[config.mk]
export PLATFORM = sky130hd
export DESIGN_NAME = enc_quad_decoder
export DESIGN_NICKNAME = d
export VERILOG_FILES = /design/src/inc/enc_pkg.sv /design/src/logic/enc_input_filter.sv /design/src/logic/enc_quad_decoder.sv
export SDC_FILE = /design/constraint.sdc
export NUM_CORES = 1
export LEC_CHECK = 0
export ABC_AREA = 1
export BUFFER_PORTS_ARGS = -buffer_cell sky130_fd_sc_hd__buf_2
export CAP_MARGIN = 40
export CORE_ASPECT_RATIO = 1.2
export CORE_MARGIN = 5
export CORE_UTILIZATION = 50
export CTS_CLUSTER_DIAMETER = 30
export DETAILED_ROUTE_END_ITERATION = 16
export GPL_ROUTABILITY_DRIVEN = 0
export PLACE_DENSITY = 0.65
export SLEW_MARGIN = 0
export SYNTH_ARGS = -nofsm -noshare
export SYNTH_HDL_FRONTEND = slang
export SYNTH_SLANG_ARGS = --single-unit
[constraint.sdc]
create_clock -name ref_clk -period 3.5 [get_ports ref_clk]
set_input_delay 0.35 -clock ref_clk [delete_from_list [all_inputs] [get_ports ref_clk]]
set_output_delay 0.35 -clock ref_clk [all_outputs]
set_load 0.02 [all_outputs]
[src/inc/enc_pkg.sv]
// package for the quadrature encoder block: register map, field layouts,
// reset values, mode codes and divider limits.
// assumes a single 25 MHz clock and a 16-bit register port with byte enables.
`default_nettype none

package enc_pkg;

  // register port geometry
  localparam int DATA_W = 16;
  localparam int BYTE_W = 8;
  localparam int ADDR_W = 3;

  // register word indices
  localparam logic [2:0] ADDR_CTRL = 3'h0;  // encoder_control_status
  localparam logic [2:0] ADDR_FILT = 3'h1;  // input_filter_control
  localparam logic [2:0] ADDR_POS  = 3'h2;  // position_count
  localparam logic [2:0] ADDR_MAX  = 3'h3;  // maximum_count
  localparam logic [2:0] ADDR_STAT = 3'h4;  // interrupt status, write one to clear
  localparam logic [2:0] ADDR_MASK = 3'h5;  // interrupt mask

  // reset values
  localparam logic [15:0] CTRL_RST = 16'h0000;
  localparam logic [15:0] FILT_RST = 16'h0000;
  localparam logic [15:0] POS_RST  = 16'h0000;
  localparam logic [15:0] MAX_RST  = 16'hffff;

  // writable bits; reserved and read-only bits read back as stored or zero
  localparam logic [15:0] CTRL_WMASK = 16'hafff;
  localparam logic [15:0] CTRL_DIR   = 16'h0800;
  localparam logic [15:0] FILT_WMASK = 16'h07f0;
  localparam logic [15:0] FULL_WMASK = 16'hffff;

  // mode selector codes
  localparam logic [2:0] MODE_OFF    = 3'h0;
  localparam logic [2:0] MODE_TIMER  = 3'h1;
  localparam logic [2:0] MODE_X2_IDX = 3'h4;
  localparam logic [2:0] MODE_X2_MAX = 3'h5;
  localparam logic [2:0] MODE_X4_IDX = 3'h6;
  localparam logic [2:0] MODE_X4_MAX = 3'h7;

  // timer prescale codes and terminal counts
  localparam logic [1:0] PRE_1   = 2'h0;
  localparam logic [1:0] PRE_8   = 2'h1;
  localparam logic [1:0] PRE_64  = 2'h2;
  localparam logic [7:0] LIM_1   = 8'h00;
  localparam logic [7:0] LIM_8   = 8'h07;
  localparam logic [7:0] LIM_64  = 8'h3f;
  localparam logic [7:0] LIM_256 = 8'hff;

  // interrupt event bits
  localparam int IRQ_W   = 2;
  localparam int EV_ERR  = 0;
  localparam int EV_POS  = 1;

  // filter depth in filter clocks and number of filtered pins
  localparam int FLT_DEPTH = 3;
  localparam int NPIN      = 3;

  // control/status register layout
  typedef struct packed {
    logic       count_error_flag;
    logic       rsv14;
    logic       idle_stop;
    logic       index_state;
    logic       direction_status;
    logic [2:0] mode_selector;
    logic       phase_swap;
    logic       pos_out_en;
    logic       timer_gate;
    logic [1:0] timer_prescale;
    logic       index_reset_enable;
    logic       timer_clock_source;
    logic       direction_source;
  } enc_ctrl_t;

  // filter control register layout
  typedef struct packed {
    logic [4:0] rsv_hi;
    logic [1:0] index_match_value;
    logic       count_error_irq_disable;
    logic       filter_enable;
    logic [2:0] filter_clock_divide;
    logic [3:0] rsv_lo;
  } enc_filt_t;

endpackage

`default_nettype wire

[src/logic/enc_input_filter.sv]
// one input pin: two-flop synchroniser and a three-sample noise filter.
// assumes tick is a one-cycle enable from the filter clock divider.
`default_nettype none

module enc_input_filter (
  // clock and reset
  input  wire logic ref_clk,
  input  wire logic rst,
  // filter clock enable
  input  wire logic tick,
  // pin side
  input  wire logic pin,
  // synchronised and filtered levels
  output logic      sync_out,
  output logic      filt_out
);

  logic                              meta_reg;  // first synchroniser stage
  logic [enc_pkg::FLT_DEPTH-1:0]     hist_reg;  // last samples on tick

  // synchroniser: only the second stage reads the first
  always_ff @(posedge ref_clk) begin
    if (rst) begin
      meta_reg <= 1'h0;
      sync_out <= 1'h0;
    end else begin
      meta_reg <= pin;
      sync_out <= meta_reg;
    end
  end

  // sample on each filter clock, pass a level once all samples agree
  always_ff @(posedge ref_clk) begin
    if (rst) begin
      hist_reg <= '0;
      filt_out <= 1'h0;
    end else if (tick) begin
      hist_reg <= {hist_reg[enc_pkg::FLT_DEPTH-2:0], sync_out};
      if (&hist_reg) begin
        filt_out <= 1'h1;
      end else if (~|hist_reg) begin
        filt_out <= 1'h0;
      end
    end
  end
endmodule

`default_nettype wire

[src/logic/enc_quad_decoder.sv]
// quadrature encoder interface: decoder, position counter, timer mode,
// input filters, register port and interrupt.
// assumes pins are asynchronous, the register master is on ref_clk.
//
// The strobed register port and the register addresses were decided locally.
`default_nettype none

module enc_quad_decoder (
  // clock and reset
  input  wire logic                         ref_clk,
  input  wire logic                         rst,
  // register port
  input  wire logic [enc_pkg::ADDR_W-1:0]   reg_addr,
  input  wire logic [enc_pkg::DATA_W-1:0]   reg_wdata,
  input  wire logic [1:0]                   reg_be,
  input  wire logic                         reg_wr,
  input  wire logic                         reg_rd,
  output logic      [enc_pkg::DATA_W-1:0]   reg_rdata,
  // encoder pins
  input  wire logic                         phase_a_input,
  input  wire logic                         phase_b_input,
  input  wire logic                         index_input,
  // device idle request, same clock
  input  wire logic                         idle_mode,
  // interrupt
  output logic                              irq
);

  // registers
  enc_pkg::enc_ctrl_t               ctrl_reg;   // control/status
  enc_pkg::enc_filt_t               filt_reg;   // filter control
  logic [enc_pkg::DATA_W-1:0]       pos_reg;    // position count
  logic [enc_pkg::DATA_W-1:0]       max_reg;    // maximum count
  logic [enc_pkg::IRQ_W-1:0]        stat_reg;   // sticky events
  logic [enc_pkg::IRQ_W-1:0]        mask_reg;   // event enables
  logic [7:0]                       fdiv_reg;   // filter clock divider
  logic [7:0]                       pre_reg;    // timer prescaler
  logic                             a_q;        // previous phase A
  logic                             b_q;        // previous phase B
  logic                             idx_q;      // previous index

  // pin path
  logic [enc_pkg::NPIN-1:0]         pins;       // {index, B, A}
  logic [enc_pkg::NPIN-1:0]         sync_v;     // synchronised pins
  logic [enc_pkg::NPIN-1:0]         filt_v;     // filtered pins
  logic [enc_pkg::NPIN-1:0]         sel_v;      // pins used by decoder
  logic                             fl_tick;    // filter clock enable
  logic [7:0]                       fdiv_lim;   // filter divider limit
  logic                             a_in;       // phase A after swap
  logic                             b_in;       // phase B after swap
  logic                             idx_in;     // index level

  // decode
  logic                             is_quad;    // quadrature modes
  logic                             is_x4;      // four counts per cycle
  logic                             idx_mode;   // index reset modes
  logic                             is_timer;   // timer mode
  logic                             wrap_mode;  // match against maximum
  logic                             running;    // not stopped by idle
  logic                             a_chg;      // phase A moved
  logic                             b_chg;      // phase B moved
  logic                             both_chg;   // illegal double move
  logic                             quad_up;    // quadrature direction
  logic                             quad_step;  // quadrature count
  logic                             tick_src;   // timer input event
  logic [7:0]                       pre_lim;    // prescale limit
  logic                             tmr_step;   // timer count
  logic                             tmr_up;     // timer direction
  logic                             step;       // any count
  logic                             up;         // count direction
  logic                             idx_ok;     // phase levels qualify
  logic                             idx_fire;   // index reset
  logic                             err_evt;    // count error event
  logic                             at_max;     // count equals maximum
  logic                             at_zero;    // count equals zero
  logic                             wrap_evt;   // match reset event
  logic [enc_pkg::DATA_W-1:0]       pos_next;   // counted value
  logic [enc_pkg::DATA_W-1:0]       ctrl_wmask; // writable control bits
  logic [enc_pkg::IRQ_W-1:0]        ev_v;       // events to status
  logic [enc_pkg::DATA_W-1:0]       rd_mux;     // read selection
  logic                             wr_ctrl;
  logic                             wr_filt;
  logic                             wr_pos;
  logic                             wr_max;
  logic                             wr_stat;
  logic                             wr_mask;

  // byte-lane merge of a write under a writable-bit mask
  function automatic logic [enc_pkg::DATA_W-1:0] merge(
    input logic [enc_pkg::DATA_W-1:0] old_v,
    input logic [enc_pkg::DATA_W-1:0] new_v,
    input logic [1:0]                 be,
    input logic [enc_pkg::DATA_W-1:0] wmask
  );
    logic [enc_pkg::DATA_W-1:0] m;
    m = {{enc_pkg::BYTE_W{be[1]}}, {enc_pkg::BYTE_W{be[0]}}} & wmask;
    return (old_v & ~m) | (new_v & m);
  endfunction

  // write decode
  assign wr_ctrl = reg_wr && (reg_addr == enc_pkg::ADDR_CTRL);
  assign wr_filt = reg_wr && (reg_addr == enc_pkg::ADDR_FILT);
  assign wr_pos  = reg_wr && (reg_addr == enc_pkg::ADDR_POS);
  assign wr_max  = reg_wr && (reg_addr == enc_pkg::ADDR_MAX);
  assign wr_stat = reg_wr && (reg_addr == enc_pkg::ADDR_STAT);
  assign wr_mask = reg_wr && (reg_addr == enc_pkg::ADDR_MASK);

  // filter clock: divide system clock by a power of two
  assign fdiv_lim = (8'h01 << filt_reg.filter_clock_divide) - 8'h01;
  assign fl_tick  = (fdiv_reg == fdiv_lim);

  always_ff @(posedge ref_clk) begin
    if (rst || fl_tick) begin
      fdiv_reg <= 8'h00;
    end else begin
      fdiv_reg <= fdiv_reg + 8'h01;
    end
  end

  // one synchroniser and filter per pin
  assign pins = {index_input, phase_b_input, phase_a_input};

  genvar gi;
  generate
    for (gi = 0; gi < enc_pkg::NPIN; gi++) begin : g_pin
      enc_input_filter u_flt (
        .ref_clk  (ref_clk),
        .rst      (rst),
        .tick     (fl_tick),
        .pin      (pins[gi]),
        .sync_out (sync_v[gi]),
        .filt_out (filt_v[gi])
      );
    end
  endgenerate

  // filter bypass and phase swap
  assign sel_v  = filt_reg.filter_enable ? filt_v : sync_v;
  assign a_in   = ctrl_reg.phase_swap ? sel_v[1] : sel_v[0];
  assign b_in   = ctrl_reg.phase_swap ? sel_v[0] : sel_v[1];
  assign idx_in = sel_v[2];

  // previous pin levels for edge detection
  always_ff @(posedge ref_clk) begin
    if (rst) begin
      a_q   <= 1'h0;
      b_q   <= 1'h0;
      idx_q <= 1'h0;
    end else begin
      a_q   <= a_in;
      b_q   <= b_in;
      idx_q <= idx_in;
    end
  end

  // mode decode; 000, 010 and 011 leave everything idle
  assign is_quad   = ctrl_reg.mode_selector[2];
  assign is_x4     = ctrl_reg.mode_selector[1];
  assign idx_mode  = is_quad && !ctrl_reg.mode_selector[0];
  assign is_timer  = (ctrl_reg.mode_selector == enc_pkg::MODE_TIMER);
  assign wrap_mode = (is_quad && ctrl_reg.mode_selector[0]) || is_timer;
  assign running   = !(ctrl_reg.idle_stop && idle_mode);

  // quadrature step and direction
  assign a_chg     = a_in ^ a_q;
  assign b_chg     = b_in ^ b_q;
  assign both_chg  = a_chg && b_chg;
  assign quad_up   = a_in ^ b_q;
  assign quad_step = is_quad && (is_x4 ? (a_chg ^ b_chg) : (a_chg && !b_chg));

  // timer prescale limit
  always_comb begin
    case (ctrl_reg.timer_prescale)
      enc_pkg::PRE_1:  pre_lim = enc_pkg::LIM_1;
      enc_pkg::PRE_8:  pre_lim = enc_pkg::LIM_8;
      enc_pkg::PRE_64: pre_lim = enc_pkg::LIM_64;
      default:         pre_lim = enc_pkg::LIM_256;
    endcase
  end

  // timer input and direction
  assign tick_src = ctrl_reg.timer_clock_source ? (a_in && !a_q) : 1'h1;
  assign tmr_step = is_timer && tick_src && (pre_reg == pre_lim);
  assign tmr_up   = ctrl_reg.direction_source ? b_in
                                              : ctrl_reg.direction_status;

  // prescaler counts input events, only in timer mode
  always_ff @(posedge ref_clk) begin
    if (rst || !is_timer || (running && tmr_step)) begin
      pre_reg <= 8'h00;
    end else if (running && tick_src) begin
      pre_reg <= pre_reg + 8'h01;
    end
  end

  assign step = running && (quad_step || tmr_step);
  assign up   = is_quad ? quad_up : tmr_up;

  // index qualification by the match value
  always_comb begin
    if (is_x4) begin
      idx_ok = (b_in == filt_reg.index_match_value[1]) &&
               (a_in == filt_reg.index_match_value[0]);
    end else begin
      idx_ok = ((filt_reg.index_match_value[1] ? b_in : a_in) ==
                filt_reg.index_match_value[0]);
    end
  end

  assign idx_fire = running && idx_mode && ctrl_reg.index_reset_enable &&
                    idx_in && !idx_q && idx_ok;
  assign err_evt  = running && idx_mode && both_chg;

  // next count with match reset
  assign at_max   = (pos_reg == max_reg);
  assign at_zero  = (pos_reg == enc_pkg::POS_RST);
  assign wrap_evt = step && wrap_mode && (up ? at_max : at_zero);

  always_comb begin
    if (idx_fire) begin
      pos_next = enc_pkg::POS_RST;
    end else if (up) begin
      pos_next = (wrap_mode && at_max) ? enc_pkg::POS_RST : pos_reg + 16'h0001;
    end else begin
      pos_next = (wrap_mode && at_zero) ? max_reg : pos_reg - 16'h0001;
    end
  end

  // position count; a software write wins over a count
  always_ff @(posedge ref_clk) begin
    if (rst) begin
      pos_reg <= enc_pkg::POS_RST;
    end else if (wr_pos) begin
      pos_reg <= merge(pos_reg, reg_wdata, reg_be, enc_pkg::FULL_WMASK);
    end else if (step || idx_fire) begin
      pos_reg <= pos_next;
    end
  end

  // maximum count
  always_ff @(posedge ref_clk) begin
    if (rst) begin
      max_reg <= enc_pkg::MAX_RST;
    end else if (wr_max) begin
      max_reg <= merge(max_reg, reg_wdata, reg_be, enc_pkg::FULL_WMASK);
    end
  end

  // direction is hardware-owned in quadrature modes
  assign ctrl_wmask = is_quad ? (enc_pkg::CTRL_WMASK & ~enc_pkg::CTRL_DIR)
                              : enc_pkg::CTRL_WMASK;

  // control/status: write, then hardware updates; error set beats clear
  always_ff @(posedge ref_clk) begin
    if (rst) begin
      ctrl_reg <= enc_pkg::CTRL_RST;
    end else begin
      if (wr_ctrl) begin
        ctrl_reg <= enc_pkg::enc_ctrl_t'(merge(ctrl_reg, reg_wdata, reg_be, ctrl_wmask));
      end
      ctrl_reg.index_state <= idx_in;
      if (is_quad && step) begin
        ctrl_reg.direction_status <= up;
      end
      if (err_evt) begin
        ctrl_reg.count_error_flag <= 1'h1;
      end
    end
  end

  // filter control
  always_ff @(posedge ref_clk) begin
    if (rst) begin
      filt_reg <= enc_pkg::FILT_RST;
    end else if (wr_filt) begin
      filt_reg <= enc_pkg::enc_filt_t'(merge(filt_reg, reg_wdata, reg_be,
                                             enc_pkg::FILT_WMASK));
    end
  end

  // interrupt events: count error unless disabled, and counter reset
  assign ev_v[enc_pkg::EV_ERR] = err_evt && !filt_reg.count_error_irq_disable;
  assign ev_v[enc_pkg::EV_POS] = idx_fire || wrap_evt;

  // sticky status, write one to clear, new event wins
  always_ff @(posedge ref_clk) begin
    if (rst) begin
      stat_reg <= '0;
    end else if (wr_stat && reg_be[0]) begin
      stat_reg <= (stat_reg & ~reg_wdata[enc_pkg::IRQ_W-1:0]) | ev_v;
    end else begin
      stat_reg <= stat_reg | ev_v;
    end
  end

  // interrupt mask
  always_ff @(posedge ref_clk) begin
    if (rst) begin
      mask_reg <= '0;
    end else if (wr_mask && reg_be[0]) begin
      mask_reg <= reg_wdata[enc_pkg::IRQ_W-1:0];
    end
  end

  assign irq = |(stat_reg & mask_reg);

  // read selection; unmapped words read zero
  always_comb begin
    case (reg_addr)
      enc_pkg::ADDR_CTRL: rd_mux = ctrl_reg;
      enc_pkg::ADDR_FILT: rd_mux = filt_reg;
      enc_pkg::ADDR_POS:  rd_mux = pos_reg;
      enc_pkg::ADDR_MAX:  rd_mux = max_reg;
      enc_pkg::ADDR_STAT: rd_mux = {{(enc_pkg::DATA_W-enc_pkg::IRQ_W){1'h0}}, stat_reg};
      enc_pkg::ADDR_MASK: rd_mux = {{(enc_pkg::DATA_W-enc_pkg::IRQ_W){1'h0}}, mask_reg};
      default:            rd_mux = '0;
    endcase
  end

  // read data stand in the cycle after the strobe only
  always_ff @(posedge ref_clk) begin
    if (rst || !reg_rd) begin
      reg_rdata <= '0;
    end else begin
      reg_rdata <= rd_mux;
    end
  end
endmodule

`default_nettype wire

==> metrics <==
clk_lat worst skew=350 ps; Critical Path Sink Type=flop; 1st-pass router iterations=7; max_slew headroom=41.3%; Chip Height=135 um; top-area cell type share of the netlist area=33.7%; GRT Total Usage=25.3%; Initial Util=51.3%; Antenna Violating Nets Remaining=0; combinational family with the most area after synthesis=simple AND/OR/NAND/NOR gates; post-synthesis compound-gate area fraction=14.2%; count leader, synth=nand2_1; first-pass GRT wire length=31100 um; Sum Neg Setup Slack=0 ps; global route overflow=0; post-layout min period=2750 ps; Sw Share=32.1%; DR WL/cell=15.9 um; worst-path fanout max=16; power per cell area=416 mW/mm^2; die area=0.0154 sq mm; Net Count, Synth=1059; CTS Buf Count=9; WP data arrival=3000 ps; Critical Path Source Type=flop; top cell type by total area after synthesis=dfxtp_1; cts hold-fix bufs=0; Netlist cell types=45; combinational group share of total power=21.8%; CP Data Required Time=3750 ps; # diodes=0; Static Leakage=3.32 nW; fillcell total=1331; share of total power in the clock network=32.1%; post-route cell area=0.00710 sq mm; area grow syn2layout=8.74%; Synth Area in Simple Gates=36.6%; period utilisation layout=78.6%; Internal Power=2.00 mW; Port-buffer cells=45; clock sink count=110; Routed WL=19400 um; Final Net Count=1087; critical path type=flop to flop; row cnt=45; cell count after synthesis=1022; # resized after CTS=0; clk root buf=clkbuf_16; most frequent cells after synthesis=276 x nand2_1, 145 x nor2_1, 113 x inv_1; Main synth FF type=dfxtp_1; ranking of synthesized cells by area=dfxtp_1 34%, nand2_1 16%, nor2_1 8.3%, inv_1 6.5%, nand3_1 6.0%; FFs w/ async S/R, synth=0%; Synth Cell Area=0.00653 sq mm; Max Cap Viol=0; core area=0.0127 sq mm; Fmax=364 MHz; post-DP HPWL=14600 um; Seq/Total Area, Yosys=33.7%; DP Area=0.00684 sq mm; Yosys reg bits=110; via density per instance=5.44; status=finished clean; Seq pwr share=46.1%; xor/xnor share of the synthesized area=3.76%; Die W=114 um; Post-synth EDFFs=0; synthesized area per cell=6.38 sq um; Yosys warnings=0; largest net degree at the start of global routing=34; I/O pin count=46; final hold vios=0; layout cells sized above 1=9.30%; RSZ-0062 raised after global routing=false; postcts setup bufs=0; DR iter-0 viols=558; Psw=949 uW; skew final=12.7 ps; maximum VDD drop=0.220 mV; final setup violation count=0; mux contribution to synthesized area=0.307%; HP Class=primary input to flop; Clock Tree Buf Depth=2; Residual DRC=0; Final Slew Violations=0; htree depth=3; vias in the first global route=6067; clock-pin slew on the worst setup and hold paths=70 ps; via count=6630; worst slew pin tran=877 ps; adder-cell share of the synthesized area=1.53%; CTS tree=done; antenna violations before repair=1
-- power groups by stage --
| stage | Combinational (mW) | Clock (mW) | Sequential, mW |
|---|---|---|---|
| 6_report | 0.643 | 0.948 | 1.36 |
| 4_1_cts | 0.635 | 0.963 | 1.36 |
| 3_5_place_dp | 0.631 | 0 | 1.39 |
| 2_1_floorplan | 0.492 | 0 | 1.37 |
| 3_3_place_gp | 0.631 | 0 | 1.39 |
| 5_1_grt | 0.736 | 1.01 | 1.37 |
-- area by class of cell --
| cell class | count | area [sq um] | share of cell area [%] |
|---|---|---|---|
| Timing Repair Buffer | 52 | 278 | 3.91 |
| Inverter | 125 | 472 | 6.65 |
| Clock inverter | 3 | 22.5 | 0.317 |
| Multi-Input combinational cell | 752 | 3680 | 51.9 |
| Clock buffer | 12 | 236 | 3.33 |
| Tap cell | 164 | 205 | 2.89 |
| Sequential cell | 110 | 2200 | 31.0 |
-- per-stage QoR --
step                std cells  worst slack (ps)  hold slack (ps)  util (%)  power (mW)
global route             1218               447              223      55.8        3.12
finish                   1218               751              204      55.8        2.95
global placement         1202               948              390      53.7        2.02
floorplan                1022              1080              388         -        1.86
CTS                      1218               794              201      55.8        2.96
detailed placement       1203               812              395      53.7        2.02
-- per-layer routing --
layer / share of wire [%] / GRT usage (%) / vias to the layer above / wire length (um)
li1: - / - / 3356 / -
met1: 43 / 32.4 / 3024 / 8440
met2: 48 / 43.2 / 207 / 9370
met3: 5.5 / 3.26 / 41 / 1060
met4: 2.7 / 9.37 / 2 / 521
met5: 0.067 / 0 / - / 13
-- worst max-delay path, stage by stage, from the launching register on --
cell and delay (ps):
dfxtp_1 390, inv_2 80, nand2_2 80, nand3_2 100, nand2_1 150, inv_1 60, ha_1 270, inv_1 50
ha_1 280, nor2_1 110, nor2_1 50, nand3_1 110, a21boi_1 390, nand3_4 160, nand2_4 190, nand2_1 70
nand2_1 60, nor2_1 40
-- final timing paths --
kind	end	slack [ps]	cells past startpoint	startpoint
max	flop	750	17	flop
max reg2reg	flop	750	17	flop
min	g_pin[2].u_flt.meta_reg	200	3	index_input
min reg2reg	g_pin[2].u_flt.sync_out	410	2	g_pin[2].u_flt.meta_reg
-- placed cells by master (no fill, tap or decap), types with 3 or more instances in the layout --
cell / n
nand2_1: 276
nor2_1: 145
inv_1: 113
dfxtp_1: 110
nand3_1: 78
a21oi_1: 62
o21ai_0: 45
buf_2: 45
xor2_1: 26
nor3_1: 15
o22ai_1: 13
o21ai_1: 12
inv_2: 10
a211oi_1: 9
a221oi_1: 9
clkbuf_16: 9
ha_1: 8
nand4_1: 7
buf_4: 7
o211ai_1: 6
nand3_2: 5
nor2_2: 3
o221ai_1: 3
nor3b_1: 3
nor4_1: 3
nand2_2: 3
clkinvlp_4: 3
clkbuf_1: 3
-- kinds of logic after synthesis --
group / count (synthesis)
and+or+nand+nor: 551
xor gates and xnor gates: 28
AOI/OAI and AO/OA: 163
buffers and inverters: 160
muxes: 2
DFF: 110
adders and majority gates: 8
Power figures use the tool's default switching activity.
